File: config.mk
export PLATFORM = sky130hd
export DESIGN_NAME = insn_decode
export DESIGN_NICKNAME = d
export VERILOG_FILES = /design/src/insn_decode_pkg.sv /design/src/insn_decode.sv
export SDC_FILE = /design/constraint.sdc
export NUM_CORES = 1
export LEC_CHECK = 0
export ABC_AREA = 1
export BUFFER_PORTS_ARGS = -buffer_cell sky130_fd_sc_hd__buf_2
export CELL_PAD_IN_SITES_DETAIL_PLACEMENT = 0
export CELL_PAD_IN_SITES_GLOBAL_PLACEMENT = 2
export CORE_UTILIZATION = 26
export DETAILED_ROUTE_END_ITERATION = 10
export PLACE_DENSITY_LB_ADDON = 0.1
export SYNTH_ARGS = -nofsm -noshare
export SYNTH_HDL_FRONTEND = slang
export SYNTH_SLANG_ARGS = --single-unit
export TNS_END_PERCENT = 100
File: constraint.sdc
create_clock -name ref_clk -period 1.8 [get_ports ref_clk]
set_input_delay 0.36 -clock ref_clk [delete_from_list [all_inputs] [get_ports ref_clk]]
set_output_delay 0.36 -clock ref_clk [all_outputs]
set_load 0.05 [all_outputs]
File: src/insn_decode_pkg.sv
// package: constants, field positions and carrier types for the instruction format decoder
package insn_decode_pkg;

   // word geometry; field positions are little-endian indices of the 16-bit word
   localparam int WORD_W      = 16;
   localparam int SLOT_W      = 6;
   localparam int REG_ADDR_W  = 4;

   // primary opcode, top four bits
   localparam int OP_HI       = 15;
   localparam int OP_LO       = 12;
   localparam logic [3:0] OP_STACK = 4'h0;
   localparam logic [3:0] OP_SUB1  = 4'h1;
   localparam logic [3:0] OP_SUB2  = 4'h2;
   localparam logic [3:0] OP_SUB3  = 4'h3;
   localparam logic [3:0] OP_STORE = 4'h5;

   // sub-opcode fields
   localparam int SUB23_HI    = 11;
   localparam int SUB23_LO    = 8;
   localparam int SUB1_HI     = 10;
   localparam int SUB1_LO     = 6;
   localparam int MINI_HI     = 7;
   localparam int MINI_LO     = 4;
   localparam logic [3:0] SUB_MINI = 4'h0;

   // stack slots
   localparam int SLOT_A_HI   = 11;
   localparam int SLOT_A_LO   = 6;
   localparam int SLOT_B_HI   = 5;
   localparam int SLOT_B_LO   = 0;
   localparam logic [5:0] NO_OPERATION = 6'h00;

   // single-bit fields
   localparam int BIT_X       = 11;
   localparam int BIT_IND     = 10;
   localparam int BIT_BR_SIGN = 5;
   localparam int BIT_SRC_DB  = 4;
   localparam int BIT_SPC_EXT = 0;
   localparam int BIT_LP_SIGN = 8;

   // multi-bit argument fields
   localparam int CNT_HI      = 5;
   localparam int CNT_LO      = 0;
   localparam int BR_HI       = 4;
   localparam int BR_LO       = 0;
   localparam int MV_HI       = 7;
   localparam int MV_LO       = 5;
   localparam int SDEC_HI     = 1;
   localparam int SDEC_LO     = 0;
   localparam int IMM_HI      = 7;
   localparam int IMM_LO      = 0;
   localparam int FJ_HI       = 7;
   localparam int FJ_LO       = 4;
   localparam int FK_HI       = 3;
   localparam int FK_LO       = 0;
   localparam int REGS_HI     = 6;
   localparam int REGS_LO     = 0;
   localparam int LP_HI       = 11;
   localparam int LP_LO       = 9;
   localparam int MD_HI       = 9;
   localparam int MD_LO       = 0;

   // register port map (word indices)
   localparam logic [3:0] REG_CTRL   = 4'h0;
   localparam logic [3:0] REG_STATUS = 4'h1;
   localparam logic [3:0] REG_WORD   = 4'h2;
   localparam int CTRL_LOOKAHEAD = 0;
   localparam logic [15:0] CTRL_RESET = 16'h0001;

   typedef enum logic [5:0] {
      GRP_NONE  = 6'h00,
      GRP_STACK = 6'h01,
      GRP_SUB1  = 6'h02,
      GRP_SUB2  = 6'h04,
      GRP_SUB3  = 6'h08,
      GRP_MEM   = 6'h10,
      GRP_LOOP  = 6'h20
   } group_e;

   typedef struct packed {
      logic       carry;
      logic       overflow;
      logic [1:0] cond_code;
   } indicators_s;

   typedef struct packed {
      group_e      group;
      logic [3:0]  primary;
      logic [4:0]  sub1_op;
      logic [3:0]  sub_op;
      logic        mini_valid;
      logic [3:0]  mini_op;
      logic [5:0]  slot_a;
      logic [5:0]  slot_b;
      logic        index_bit;
      logic        indirect;
      logic [15:0] count_eff;
      logic        br_minus;
      logic [4:0]  br_disp;
      logic [2:0]  move_op;
      logic        move_src_db;
      logic [1:0]  move_sdec;
      logic        special_ext;
      logic [7:0]  imm8;
      logic [3:0]  field_start;
      logic [3:0]  field_len;
      logic [6:0]  reg_sel;
      logic [3:0]  io_sdisp;
      logic        loop_minus;
      logic [7:0]  loop_disp;
      logic        post_index;
      logic [9:0]  mode_disp;
   } decode_s;

endpackage

File: src/insn_decode.sv
// instruction format decoder with paired stack-op sequencing
//
// Strobed register access and the register offsets are this design's own decisions.
`timescale 1ns/100ps
// Overview of operation
// RULE1: top four bits are the primary opcode: memory, loop or sub-opcode group.
// RULE2: 0000 is stack group; 0001, 0010, 0011 are sub-opcode groups one to three.
// RULE3: groups two/three sub-opcode in bits 4-7; group one in bits 5-9.
// RULE4: when called for, a mini opcode comes from bits 8-11.
// RULE5: stack word low twelve bits form two six-bit slots, any code.
// RULE6: left slot runs before right slot; interrupt may come between them.
// RULE7: indicators reflect only the last stack op actually executed.
// RULE8: right slot holding no_operation is skipped by look-ahead, costing no time.
// RULE9: shift type bits 5-9, count 10-15, index added when bit 4 set.
// RULE10: branch: bit 4 indirect, 5-9 type, 11-15 offset, bit 10 sign.
// RULE11: bit test position 10-15, index added when bit 4 set.
// RULE12: move code bits 8-10 under group two zero; bit 11 base select.
// RULE13: move bits 14-15 give stack-pointer decrement to drop parameters.
// RULE14: special group: bits 8-11 plus bit 15 encode, 12-14 ignored.
// RULE15: immediate in groups two/three: op bits 4-7, operand low byte.
// RULE16: field ops: bits 4-7 op, low byte split into start and length.
// RULE17: register control: op bits 4-7, register selection bits 9-15.
// RULE18: program control group three: low byte is call displacement or return count.
// RULE19: I/O: special opcode bits 8-11, bits 12-15 stack displacement.
// RULE20: loop control: opcode 05 with special bits 4-6, offset 8-15, sign bit 7.
// RULE21: memory ref: op 0-3, index bit 4, indirect bit 5, mode 6-15, post-index.
// RULE22: status flag records that right slot holds a valid non-no_operation code.
// RULE23: decode from latched word within one cycle; outputs cleared on reset.
module insn_decode
   import insn_decode_pkg::*;
#(
   parameter logic [2:0] LOOP_MARK = 3'h7
)(
   input  wire logic                            ref_clk,
   input  wire logic                            rstn,
   input  wire logic [insn_decode_pkg::WORD_W-1:0]      fetch_word,
   input  wire logic                            fetch_load,
   input  wire logic [insn_decode_pkg::WORD_W-1:0]      index_reg,
   input  wire logic                            op_done,
   input  wire insn_decode_pkg::indicators_s    ind_in,
   input  wire logic                            irq_pending,
   input  wire logic                            irq_resume,
   input  wire logic [insn_decode_pkg::REG_ADDR_W-1:0]  reg_addr,
   input  wire logic [insn_decode_pkg::WORD_W-1:0]      reg_wdata,
   input  wire logic                            reg_wr,
   input  wire logic                            reg_rd,
   output logic [insn_decode_pkg::WORD_W-1:0]           reg_rdata,
   output insn_decode_pkg::decode_s                     dec,
   output logic                                         dec_valid,
   output logic [insn_decode_pkg::SLOT_W-1:0]           stack_op,
   output logic                                         stack_issue,
   output logic                                         stack_slot_b,
   output logic                                         irq_take,
   output insn_decode_pkg::indicators_s                 indicators,
   output logic                                         right_slot_valid,
   output logic                                         seq_busy
);
   import insn_decode_pkg::*;

   typedef enum logic [3:0] {
      ST_IDLE   = 4'h1,
      ST_SLOT_A = 4'h2,
      ST_SLOT_B = 4'h4,
      ST_HELD   = 4'h8
   } seq_state_e;

   seq_state_e                  state_ff;
   seq_state_e                  nxt_state;
   decode_s                     dec_ff;
   decode_s                     nxt_dec;
   logic [WORD_W-1:0]           word_ff;
   logic                        dec_valid_ff;
   logic [SLOT_W-1:0]           stack_op_ff;
   logic                        stack_issue_ff;
   logic                        slot_b_ff;
   logic                        irq_take_ff;
   indicators_s                 ind_ff;
   logic                        right_valid_ff;
   logic                        busy_ff;
   logic [WORD_W-1:0]           ctrl_ff;
   logic [WORD_W-1:0]           rdata_ff;
   logic                        accept;
   logic                        is_stack;
   logic                        b_is_nop;
   logic                        lookahead_en;

   // a word is only taken between instructions; a load while busy is dropped
   assign accept       = fetch_load && (state_ff == ST_IDLE);
   assign is_stack     = (fetch_word[OP_HI:OP_LO] == OP_STACK);
   assign b_is_nop     = (fetch_word[SLOT_B_HI:SLOT_B_LO] == NO_OPERATION);
   assign lookahead_en = ctrl_ff[CTRL_LOOKAHEAD];

   // field extraction from the incoming word, registered on the accept cycle
   always_comb begin
      logic [3:0]  prim;
      logic [3:0]  sub23;
      logic [15:0] count_base;
      prim       = fetch_word[OP_HI:OP_LO];
      sub23      = fetch_word[SUB23_HI:SUB23_LO];
      count_base = {10'h000, fetch_word[CNT_HI:CNT_LO]};
      nxt_dec             = '0;
      // argument fields are extracted for every word; the group says which ones matter
      nxt_dec.primary     = prim; // RULE1
      nxt_dec.sub1_op     = fetch_word[SUB1_HI:SUB1_LO]; // RULE3
      nxt_dec.sub_op      = sub23; // RULE3
      nxt_dec.slot_a      = fetch_word[SLOT_A_HI:SLOT_A_LO]; // RULE5
      nxt_dec.slot_b      = fetch_word[SLOT_B_HI:SLOT_B_LO]; // RULE5
      nxt_dec.index_bit   = fetch_word[BIT_X]; // RULE21
      nxt_dec.indirect    = fetch_word[BIT_IND]; // RULE21
      nxt_dec.count_eff   = fetch_word[BIT_X] ? count_base + index_reg : count_base; // RULE9 RULE11
      nxt_dec.br_minus    = fetch_word[BIT_BR_SIGN]; // RULE10
      nxt_dec.br_disp     = fetch_word[BR_HI:BR_LO]; // RULE10
      nxt_dec.move_op     = fetch_word[MV_HI:MV_LO]; // RULE12
      nxt_dec.move_src_db = fetch_word[BIT_SRC_DB]; // RULE12
      nxt_dec.move_sdec   = fetch_word[SDEC_HI:SDEC_LO]; // RULE13
      nxt_dec.special_ext = fetch_word[BIT_SPC_EXT]; // RULE14
      nxt_dec.imm8        = fetch_word[IMM_HI:IMM_LO]; // RULE15 RULE18
      nxt_dec.field_start = fetch_word[FJ_HI:FJ_LO]; // RULE16
      nxt_dec.field_len   = fetch_word[FK_HI:FK_LO]; // RULE16
      nxt_dec.reg_sel     = fetch_word[REGS_HI:REGS_LO]; // RULE17
      nxt_dec.io_sdisp    = fetch_word[FK_HI:FK_LO]; // RULE19
      // indirection resolves first, the index is then added
      nxt_dec.post_index  = fetch_word[BIT_X] & fetch_word[BIT_IND]; // RULE21
      nxt_dec.mode_disp   = fetch_word[MD_HI:MD_LO]; // RULE21
      unique case (prim)
         OP_STACK: nxt_dec.group = GRP_STACK; // RULE2
         OP_SUB1: begin
            nxt_dec.group    = GRP_SUB1; // RULE2
            nxt_dec.indirect = fetch_word[BIT_X]; // RULE10
         end
         OP_SUB2, OP_SUB3: begin
            nxt_dec.group      = (prim == OP_SUB2) ? GRP_SUB2 : GRP_SUB3; // RULE2
            nxt_dec.mini_valid = (sub23 == SUB_MINI); // RULE4
            nxt_dec.mini_op    = (sub23 == SUB_MINI) ? fetch_word[MINI_HI:MINI_LO] : 4'h0; // RULE4 RULE19
         end
         default: begin
            if (prim == OP_STORE && fetch_word[LP_HI:LP_LO] == LOOP_MARK) begin
               nxt_dec.group      = GRP_LOOP; // RULE20
               nxt_dec.loop_minus = fetch_word[BIT_LP_SIGN]; // RULE20
               nxt_dec.loop_disp  = fetch_word[IMM_HI:IMM_LO]; // RULE20
            end else begin
               nxt_dec.group = GRP_MEM; // RULE21
            end
         end
      endcase
   end

   // latched word and decoded fields
   always_ff @(posedge ref_clk or negedge rstn) begin
      if (!rstn) begin
         word_ff      <= 16'h0000;
         dec_ff       <= '0; // RULE23
         dec_valid_ff <= 1'b0;
      end else begin
         dec_valid_ff <= accept; // RULE23
         if (accept) begin
            word_ff <= fetch_word;
            dec_ff  <= nxt_dec; // RULE23
         end
      end
   end

   // stack pair sequencer
   always_comb begin
      nxt_state = state_ff;
      unique case (state_ff)
         ST_IDLE: begin
            if (accept && is_stack) begin
               nxt_state = ST_SLOT_A; // RULE6
            end
         end
         ST_SLOT_A: begin
            if (op_done) begin
               if (!right_valid_ff && lookahead_en) begin
                  nxt_state = ST_IDLE; // RULE8
               end else if (irq_pending) begin
                  nxt_state = ST_HELD; // RULE6
               end else begin
                  nxt_state = ST_SLOT_B; // RULE6
               end
            end
         end
         ST_SLOT_B: begin
            if (op_done) begin
               nxt_state = ST_IDLE;
            end
         end
         ST_HELD: begin
            if (irq_resume) begin
               nxt_state = ST_SLOT_B; // RULE6
            end
         end
         default: nxt_state = ST_IDLE;
      endcase
   end

   always_ff @(posedge ref_clk or negedge rstn) begin
      if (!rstn) begin
         state_ff <= ST_IDLE;
      end else begin
         state_ff <= nxt_state;
      end
   end

   always_ff @(posedge ref_clk or negedge rstn) begin
      if (!rstn) begin
         busy_ff <= 1'b0;
      end else begin
         busy_ff <= (nxt_state != ST_IDLE);
      end
   end

   // slot issue towards the execution unit, one pulse per executed slot
   always_ff @(posedge ref_clk or negedge rstn) begin
      if (!rstn) begin
         stack_op_ff    <= 6'h00;
         stack_issue_ff <= 1'b0;
         slot_b_ff      <= 1'b0;
      end else begin
         stack_issue_ff <= 1'b0;
         if (state_ff == ST_IDLE && nxt_state == ST_SLOT_A) begin
            stack_op_ff    <= fetch_word[SLOT_A_HI:SLOT_A_LO]; // RULE6
            stack_issue_ff <= 1'b1;
            slot_b_ff      <= 1'b0;
         end else if (nxt_state == ST_SLOT_B && state_ff != ST_SLOT_B) begin
            stack_op_ff    <= word_ff[SLOT_B_HI:SLOT_B_LO]; // RULE6
            stack_issue_ff <= 1'b1;
            slot_b_ff      <= 1'b1;
         end
      end
   end

   // interrupt acceptance between the two slots
   always_ff @(posedge ref_clk or negedge rstn) begin
      if (!rstn) begin
         irq_take_ff <= 1'b0;
      end else begin
         irq_take_ff <= (state_ff == ST_SLOT_A) && (nxt_state == ST_HELD); // RULE6
      end
   end

   // right-slot flag survives the interrupt; resume from ST_HELD issues slot b without reading it
   always_ff @(posedge ref_clk or negedge rstn) begin
      if (!rstn) begin
         right_valid_ff <= 1'b0;
      end else if (state_ff == ST_IDLE && nxt_state == ST_SLOT_A) begin
         right_valid_ff <= !b_is_nop; // RULE22
      end else if (nxt_state == ST_IDLE && state_ff != ST_IDLE) begin
         right_valid_ff <= 1'b0; // RULE22
      end
   end

   // each completed slot overwrites, so the last one executed is what stays
   always_ff @(posedge ref_clk or negedge rstn) begin
      if (!rstn) begin
         ind_ff <= '0;
      end else if (op_done && (state_ff == ST_SLOT_A || state_ff == ST_SLOT_B)) begin
         ind_ff <= ind_in; // RULE7
      end
   end

   // register port: control write
   always_ff @(posedge ref_clk or negedge rstn) begin
      if (!rstn) begin
         ctrl_ff <= CTRL_RESET;
      end else if (reg_wr && reg_addr == REG_CTRL) begin
         ctrl_ff <= {15'h0000, reg_wdata[CTRL_LOOKAHEAD]};
      end
   end

   // register port: read data valid the cycle after the strobe only
   always_ff @(posedge ref_clk or negedge rstn) begin
      if (!rstn) begin
         rdata_ff <= 16'h0000;
      end else if (reg_rd) begin
         unique case (reg_addr)
            REG_CTRL:   rdata_ff <= ctrl_ff;
            REG_STATUS: rdata_ff <= {5'h00, ind_ff, busy_ff, irq_take_ff, state_ff, right_valid_ff};
            REG_WORD:   rdata_ff <= word_ff;
            default:    rdata_ff <= 16'h0000;
         endcase
      end else begin
         rdata_ff <= 16'h0000;
      end
   end

   assign reg_rdata        = rdata_ff;
   assign dec              = dec_ff;
   assign dec_valid        = dec_valid_ff;
   assign stack_op         = stack_op_ff;
   assign stack_issue      = stack_issue_ff;
   assign stack_slot_b     = slot_b_ff;
   assign irq_take         = irq_take_ff;
   assign indicators       = ind_ff;
   assign right_slot_valid = right_valid_ff;
   assign seq_busy         = busy_ff;

endmodule

==> out/qor.yml, run 1 <==
hold_violations: 0
finalCritPeriodShare_pct: 92.8
path_max_fanout: 10
drc: 0
hpwl_um: 11900
synthTopCellsByArea: "dfrtp_1, nand2_1, buf_4, inv_1, nand3_1"
grt_pass1_wl_um: 22900
power.density_mw_per_mm2: 1620
rows: 48
fin_worst_skew_ns: 0.00578
ys_ff_latch: 91
synth_top_cell_by_area: "dfrtp_1"
clk_path_buf_depth: 2
cp.required_ns: 1.44
dr.first_iter.drc_count: 187
whs_path_depth: 2
cts_buffers: 9
dieHeight_um: 137
rr_worst_depth: 5
finalPower_w: 0.00984
path_cells: "buf_2"
grt_pass1_vias: 4175
drive_gt1_share_pct: 34.4
synth_warnings: 0
drt_pass1_iterations: 6
start_util_pct: 27.0
grt_setup_unrepaired: "yes"
cpMaxStageDelayCell: "dfrtp_1"
postSynthNetCount: 653
grt_max_degree: 37
synth_edf_count: 0
fin_cells: 979
gr-total-overflow: 0
leakage_nw: 3.41
cts_tree: "built"
synth_area_per_cell_um2: 8.13
maxCapViolCount: 0
r2r_start: "state_ff[1]$_DFF_PN0_"
cp.depth: 1
r2r-end: "indicators[2]$_DFFE_PN0P_"
path_delay_family: "flip-flops"
wire_per_inst_um: 15.4
yosysUniqueCellTypes: 35
cp-end-kind: "primary output"
clock.fmax_ghz: 0.599
worst-slew-pin-transition_ns: 0.438
setup_viol: 0
finalCriticalPeriod_ns: 1.67
worstHoldPathType: "primary input to flop"
die_area_mm2: 0.0187
whs_ns: 0.222
grt_usage_pct: 16.6
clock-root-buffer: "clkbuf_16"
crit_type: "flop to primary output"
clk_latency_ns: 0.35
crit_arrival_ns: 1.31
async_flop_share_pct: 100
vias: 4302
nNetsFinal: 819
routabilityCongestion: 0.863
dp.cells: 959
synthCells: 582
whs_endpoint: "indicators[3]$_DFFE_PN0P_"
portBuffers: 194
clkTransAtPathRegs_ns: 0.07
synth_flop_cell: "dfrtp_1"
core_area_mm2: 0.0175
place_area_mm2: 0.00573
maxSlewViolCount: 0
peakVddDrop_v: 0.000951
final_cell_mix: "buf_2, nand2_1, dfrtp_1"
synth_area_mm2: 0.00473
io_pins: 210
cp.buffers_inverters: 1
die_w_um: 137
outcome: "finished, final reports clean"
yosysTopAreaCellShare_pct: 47.1
routed_via_density: 4.39
relSlewSlack_pct: 70.6
final_area_mm2: 0.00607
ff2ff_setup_slack_ns: 0.14
cpPeakStageDelay_ns: 0.61
mostFrequentLayoutCell: "buf_2"
hold_start: "ind_in[3]"
h-tree-depth: 3
drtAntennaViolNets: 0
syn2layout_area_growth_pct: 28.4
startpoint_type: "flop"
ys_seq_area_share_pct: 48.2
finalWirelength_um: 15100
cts_sinks: 91
antenna_found_initial: 1
## metrics by stage
| step | TNS, ns | utilization [%] | worst slack [ns] |
|---|---|---|---|
| 2_1_floorplan | 0 | - | 0.0862 |
| 5_1_grt | -0.00528 | 34.6 | -0.00528 |
| 3_5_place_dp | -0.613 | 32.7 | -0.151 |
| 3_3_place_gp | -0.576 | 32.7 | -0.155 |
| 6_report | 0 | 34.6 | 0.130 |
| 4_1_cts | 0 | 34.4 | 0.0365 |
## cell usage after synthesis, types with 7 or more instances
library cell,number
a21oi_1,10
buf_4,60
clkbuf_1,7
dfrtp_1,89
inv_1,49
nand2_1,186
nand3_1,34
nand4_1,15
nor2_1,39
o21ai_0,18
o21ai_1,22
## routing by layer
metal | up-vias | track usage (%) | part of all wire (%)
met4 | 0 | 5.80 | 1.9
li1 | 2145 | - | -
met5 | - | 0 | 0
met1 | 2029 | 20.7 | 43
met3 | 17 | 3.59 | 4.8
met2 | 111 | 28.3 | 50
## how the worst max path moves through the flow
stage	to	start	slack [ns]
CTS	stack_op[0]$_DFFE_PN0P_	state_ff[0]$_DFF_PN1_	0.04
floorplan	dec[68]$_DFFE_PN0P_	fetch_word[0]	0.09
global placement	dec[68]$_DFFE_PN0P_	fetch_word[0]	-0.16
global route	stack_op[0]$_DFFE_PN0P_	state_ff[2]$_DFF_PN0_	-0.005
detailed placement	dec[68]$_DFFE_PN0P_	fetch_word[0]	-0.15
finish	dec[5]	dec[51]$_DFFE_PN0P_	0.13
## report_power, final
| group | switching (W) | internal (W) | total (W) |
|---|---|---|---|
| Combinational | 0.00414 | 0.000997 | 0.00514 |
| Sequential | 0.000376 | 0.00247 | 0.00284 |
| Clock | 0.000840 | 0.00102 | 0.00186 |
| Total | 0.00536 | 0.00448 | 0.00984 |
## final cells by class
class / instances / area (um^2)
clock inverters: 5 / 36.3
clock buffers: 11 / 253
inverters: 55 / 208
fillers: 1936 / 11500
diodes: 1 / 2.50
flip-flops and latches: 91 / 2280
multi-input cells: 366 / 1770
repair buffers: 225 / 1250
well taps: 225 / 282
## registers in the layout (all words and copies together) (netlist names), 4 cells and up
name        count
dec            53
indicators      4
reg_rdata      16
stack_op        6
state_ff        4
## kinds of logic (layout without fill, tap and decap cells)
family	count (synthesis)	count (layout)	synth area share [%]
mux	5	5	1.19
compound gates	63	63	7.22
other cells	0	1	0
buf+inv	125	296	14.8
simple gates	288	288	26.1
fa+ha+maj	7	7	2.01
xor+xnor	3	3	0.555
flops	91	91	48.2
## timing repair
action	in CTS	in global routing
resized for setup	0	4
endpoints found under the setup margin	0	10
buffers inserted	0	2
hold buffers	1	0
endpoints found under the hold margin	18	0
Note: power is estimated with default switching activity, not from simulation.
==> run 2: changes to the inputs <==
- CORE_UTILIZATION: 26 -> 28
- PLACE_DENSITY: not set -> 0.95
- PLACE_DENSITY_LB_ADDON: 0.1 -> not set
- clock period: 1.8 -> 2 ns (I/O delays scaled with it)
==> out/qor.yml, run 2 (synthesis results as in run 1) <==
drive_gt1_share_pct: 32.4  # -2.0 points
peakVddDrop_v: 0.000817  # -14%
hold_buffers: 1  # unchanged
outcome: "finished, final reports clean"
grt_max_degree: 33  # -11%
r2r_start: "state_ff[0]$_DFF_PN1_"
power.density_mw_per_mm2: 1510  # -6.7%
fillers: 1771  # -8.5%
drtAntennaViolNets: 0  # unchanged
setup_viol: 0  # unchanged
cts_sinks: 91  # unchanged
maxSlewViolCount: 0  # unchanged
grt_pass1_wl_um: 21900  # -4.3%
die_area_mm2: 0.0174  # -7.0%
cp-end-kind: "flop"
clock.fmax_ghz: 0.575
vias: 4180  # -2.8%
final_area_mm2: 0.00594  # -2.2%
cts_tree: "built"
whs_endpoint: "indicators[2]$_DFFE_PN0P_"
crit_arrival_ns: 2.03  # +0.72 ns
clk_latency_ns: 0.35  # about the same
start_util_pct: 28.6  # +1.7 points
relSlewSlack_pct: 68.4  # -2.2 points
p_clk_share_pct: 21.1  # +2.2 points
grt_setup_unrepaired: "no"
finalWirelength_um: 13700  # -9.3%
routabilityCongestion: 0.847  # -1.9%
p_comb_share_pct: 50.6  # -1.6 points
ff2ff_setup_slack_ns: 0.26  # +0.12 ns
mostFrequentLayoutCell: "buf_2"
hold_start: "ind_in[2]"
post_cts_buffers: 0  # unchanged
final_cell_mix: "buf_2, nand2_1, dfrtp_1"
grt_pass1_vias: 3970  # -4.9%
crit_type: "flop to flop"
dieHeight_um: 132  # -3.6%
p_switching_w: 0.00477  # -11%
die_w_um: 132  # -3.6%
cts_buffers: 9  # unchanged
gr-total-overflow: 0  # unchanged
place_area_mm2: 0.00560  # -2.2%
clock-root-buffer: "clkbuf_16"
drc: 0  # unchanged
routed_via_density: 4.38  # -0.39%
worst-slew-pin-transition_ns: 0.469  # +0.0315 ns
hold_violations: 0  # unchanged
drt_pass1_iterations: 5  # -1
startpoint_type: "flop"
r2r-end: "stack_op[3]$_DFFE_PN0P_"
clk_path_buf_depth: 2  # unchanged
dp.cells: 938  # -2.2%
worstHoldPathType: "primary input to flop"
io_pins: 210  # unchanged
maxCapViolCount: 0  # unchanged
fin_worst_skew_ns: 0.00947  # +0.00370 ns
whs_path_depth: 2  # unchanged
p_sw_share_pct: 53.1  # -1.4 points
post_cts_resized: 0  # unchanged
portBuffers: 194  # unchanged
path_max_fanout: 9  # -1
wire_per_inst_um: 14.3  # -7.0%
nNetsFinal: 801  # -2.2%
finalCritPeriodShare_pct: 86.9
hpwl_um: 10700  # -10%
dr.first_iter.drc_count: 202  # +8.0%
grt_usage_pct: 16.5  # -0.11 points
fin_cells: 955  # -2.5%
internal_power_w: 0.00422  # -5.9%
largest_reg_flops: 53  # unchanged
h-tree-depth: 3  # unchanged
rr_worst_depth: 10  # +5
finalCriticalPeriod_ns: 1.74
cp.required_ns: 2.29  # +0.85 ns
clkTransAtPathRegs_ns: 0.07  # about the same
tns_ns: 0  # unchanged
antenna_found_initial: 0  # -1
leakage_nw: 3.33  # -2.4%
core_area_mm2: 0.0165  # -5.8%
p_seq_share_pct: 28.3  # -0.6 points
syn2layout_area_growth_pct: 25.6
rows: 47  # -2.1%
diodes: 0  # -1
run 2: how the worst max path moves through the flow:
stage          depth (start not counted)                  start  slack [ns]                 endpoint
2_1_floorplan                          9          fetch_word[0]        0.25      dec[68]$_DFFE_PN0P_
3_3_place_gp                           9          fetch_word[0]        0.04      dec[68]$_DFFE_PN0P_
3_5_place_dp                          10          fetch_word[0]        0.02      dec[68]$_DFFE_PN0P_
4_1_cts                               10  state_ff[0]$_DFF_PN1_        0.24  stack_op[3]$_DFFE_PN0P_
5_1_grt                               10  state_ff[0]$_DFF_PN1_        0.09  stack_op[3]$_DFFE_PN0P_
6_report                              10  state_ff[0]$_DFF_PN1_        0.26  stack_op[3]$_DFFE_PN0P_
run 2: stage by stage:
step	utilization (%)	worst slack, ns	hold slack [ns]	total power, W
6_report	36.0	0.262	0.255	0.00898
5_1_grt	36.0	0.0928	0.253	0.00942
3_5_place_dp	33.9	0.0150	0.377	0.00717
3_3_place_gp	33.9	0.0436	0.381	0.00716
4_1_cts	36.0	0.238	0.243	0.00908
2_1_floorplan	-	0.246	0.104	0.00655
run 2: per-layer routing:
layer / GRT usage, % / wire [um] / part of all wire [%]
met1: 21.5 / 6250 / 46
met2: 26.7 / 6350 / 46
met3: 4.31 / 879 / 6.4
met4: 5.17 / 179 / 1.3
met5: 0 / 0 / 0
run 2: cell type report:
cell class              instances  area (um^2)  share of cell area [%]
clock inverters                 5         85.1                    1.43
well taps                     220          275                    4.63
inverters                      55          208                    3.50
multi-input cells             366         1750                    29.5
clock buffers                  11          243                    4.09
flip-flops and latches         91         2280                    38.4
repair buffers                207         1100                    18.5
run 2: power by group through the flow:
stage	Clock [W]	Sequential (W)	Combinational, W
4_1_cts	0.00193	0.00255	0.00459
3_3_place_gp	0	0.00258	0.00458
6_report	0.00189	0.00254	0.00455
2_1_floorplan	0	0.00381	0.00275
3_5_place_dp	0	0.00258	0.00459
5_1_grt	0.00202	0.00261	0.00479
run 2: worst max-delay path, cell delays in order (launching register included):
cell	delay, ns
dfstp_2	0.55
inv_2	0.05
nor2_2	0.14
nand3_4	0.10
clkinv_2	0.13
nand2_2	0.10
nor2_4	0.25
nand2_1	0.14
nand2_1	0.09
nand2_1	0.06
nand2_1	0.06
==> run 3: changes to the inputs <==
- ABC_AREA: 1 -> not set
- CORE_UTILIZATION: 28 -> 29
- SLEW_MARGIN: not set -> 20
==> out/qor.yml, run 3 <==
outcome: "finished, final reports clean"
whs_path_depth: 2  # unchanged
met1_usage_pct: 21.3  # -0.15 points
nNetsFinal: 689  # -14%
postSynthNetCount: 532  # -19%
final_cell_mix: "buf_2, dfrtp_1, nand2_1"
cts_tree: "built"
grt_pass1_vias: 3758  # -5.3%
busiest_layer: "met2"
synthTopCellsByArea: "dfrtp_1, buf_4, nand2_1, a22o_1, o21ai_0"
yosysUniqueCellTypes: 55  # +57%
crit_type: "flop to flop"
cp-end-kind: "flop"
routabilityCongestion: 0.842  # -0.54%
post_cts_buffers: 0  # unchanged
hpwl_um: 9830  # -8.0%
h-tree-depth: 3  # unchanged
synth_flop_cell: "dfrtp_1"
relSlewSlack_pct: 71.0  # +2.6 points
rr_worst_depth: 5  # -5
ys_ff_latch: 91  # unchanged
r2r-end: "dec[71]$_DFFE_PN0P_"
synth_edf_count: 0  # unchanged
power.density_mw_per_mm2: 1620  # +6.8%
portBuffers: 194  # unchanged
synthCells: 461  # -21%
clk_path_buf_depth: 2  # unchanged
peakVddDrop_v: 0.00110  # +35%
whs_ns: 0.285  # +0.0301 ns
maxCapViolCount: 0  # unchanged
synth_area_mm2: 0.00459  # -3.1%
final_area_mm2: 0.00586  # -1.3%
worst-slew-pin-transition_ns: 0.432  # -0.0372 ns
cts_buffers: 9  # unchanged
crit_arrival_ns: 2.17  # +0.14 ns
setup_slack_ns: 0.114  # -0.148 ns
vias: 3843  # -8.1%
clock.fmax_ghz: 0.530  # -7.9%
ys_seq_area_share_pct: 49.7  # +1.5 points
grt_max_degree: 46  # +39%
synth_area_per_cell_um2: 9.95  # +22%
path_max_fanout: 9  # unchanged
rows: 45  # -4.3%
place_area_mm2: 0.00554  # -1.2%
drc: 0  # unchanged
finalCriticalPeriod_ns: 1.89  # +0.148 ns
syn2layout_area_growth_pct: 27.8
clock-root-buffer: "clkbuf_16"
grt_util_met3_pct: 3.96  # -0.34 points
tns_ns: 0  # unchanged
clk_latency_ns: 0.34  # about the same
antenna_found_initial: 0  # unchanged
setup_viol: 0  # unchanged
leakage_nw: 3.19  # -4.2%
yosysTopAreaCellShare_pct: 48.6  # +1.5 points
synth_top_cell_by_area: "dfrtp_1"
maxSlewViolCount: 0  # unchanged
ff2ff_setup_slack_ns: 0.11  # -0.15 ns
async_flop_share_pct: 100  # unchanged
drive_gt1_share_pct: 41.6  # +9.2 points
cts_sinks: 91  # unchanged
finalWirelength_um: 13000  # -4.9%
r2r_start: "state_ff[2]$_DFF_PN0_"
fillers: 1574  # -11%
core_area_mm2: 0.0153  # -7.3%
mostFrequentLayoutCell: "buf_2"
gr-total-overflow: 0  # unchanged
die_area_mm2: 0.0163  # -6.3%
largest_reg_flops: 53  # unchanged
dieHeight_um: 128  # -3.2%
drtAntennaViolNets: 0  # unchanged
die_w_um: 128  # -3.2%
worstHoldPathType: "primary input to flop"
hold_start: "irq_resume"
grt_setup_unrepaired: "no"
drt_pass1_iterations: 4  # -1
synth_warnings: 0  # unchanged
io_pins: 210  # unchanged
cp.required_ns: 2.28  # about the same
grtUsageMet2_pct: 27.3  # +0.55 points
routed_via_density: 4.61  # +5.3%
grt_usage_pct: 16.3  # -0.21 points
fin_worst_skew_ns: 0.00609  # -0.00338 ns
ys_top_cells_by_count: "dfrtp_1, nand2_1, buf_4"
hold_violations: 0  # unchanged
wire_per_inst_um: 15.6  # +9.0%
finalCritPeriodShare_pct: 94.3  # +7.4 points
start_util_pct: 29.9  # +1.3 points
grt_pass1_wl_um: 20400  # -7.2%
preCtsSetupSlack_ns: -0.192  # -0.207 ns
startpoint_type: "flop"
yosysMostFrequentCell: "dfrtp_1"
diodes: 0  # unchanged
clkTransAtPathRegs_ns: 0.07  # about the same
whs_endpoint: "state_ff[3]$_DFF_PN0_"
dr.first_iter.drc_count: 194  # -4.0%
## run 3: cell types whose count changed in the layout (fill, tap and decap cells not counted), sizes merged, moves of 11 or more
cell / before / now
o21ai: 40 / 26
nand3: 36 / 16
a22o: 0 / 15
buf: 206 / 224
nand4: 16 / 5
inv: 54 / 11
nand2: 188 / 79
## run 3: metrics by stage
step	utilization [%]	std cells	total power (W)
6_report	38.3	834	0.00947
4_1_cts	38.2	834	0.00956
3_3_place_gp	36.1	817	0.00775
2_1_floorplan	-	461	0.00707
3_5_place_dp	36.1	817	0.00779
5_1_grt	38.3	834	0.00993
## run 3: where the power goes
part | switching, W | leakage, nW | internal (W) | total, W
clock network | 0.000733 | 0.147 | 0.00101 | 0.00174
logic | 0.00403 | 1.85 | 0.00103 | 0.00506
registers | 0.000420 | 1.19 | 0.00225 | 0.00267
total | 0.00518 | 3.19 | 0.00429 | 0.00947
## run 3: worst max path at each step
stage                          startpoint                       to  slack [ns]  cells after the start
floorplan                   fetch_word[0]      dec[68]$_DFFE_PN0P_        0.01                      7
global placement            fetch_word[0]      dec[74]$_DFFE_PN0P_       -0.18                      9
detailed placement          fetch_word[0]      dec[73]$_DFFE_PN0P_       -0.19                      8
CTS                 state_ff[2]$_DFF_PN0_  stack_op[3]$_DFFE_PN0P_        0.09                      5
global route        state_ff[2]$_DFF_PN0_      dec[13]$_DFFE_PN0P_       0.007                      6
finish              state_ff[2]$_DFF_PN0_      dec[71]$_DFFE_PN0P_        0.11                      5
## run 3: layer usage
| metal | share of wire [%] | vias to the layer above |
|---|---|---|
| met3 | 4.8 | 14 |
| met2 | 48 | 129 |
| met5 | 0 | - |
| met4 | 1.0 | 0 |
| li1 | - | 1843 |
| met1 | 46 | 1857 |
## run 3: cells by family (layout without fill, tap and decap cells)
logic type	after synthesis	in the layout	share of synthesized area, %
AND/OR/NAND/NOR	163	163	17.5
flip-flops	91	91	49.7
AO/OA/AOI/OAI	88	88	12.8
buffers and inverters	88	250	12.7
multiplexers	15	15	3.44
XOR/XNOR	9	9	1.72
adder cells (fa/ha/maj)	7	7	2.07
## run 3: timing repair
item	in CTS	in global routing
setup endpoints to repair	0	7
hold buffers	1	0
resized for setup	0	3
hold endpoints to repair	21	0
## run 3: area by class of cell
class	instances	area, um^2	area share [%]
well taps	211	264	4.50
inverters	9	33.8	0.576
clock buffers	11	243	4.14
flip-flops and latches	91	2280	38.9
clock inverters	5	60.1	1.02
multi-input cells	282	1740	29.6
repair buffers	225	1250	21.3
## run 3: critical path, cell delays in order (launching register included)
cell     delay, ns
dfrtp_1       0.51
nor4b_4       0.38
buf_4         0.18
nand3_1       0.26
nor4b_2       0.36
a211o_1       0.13
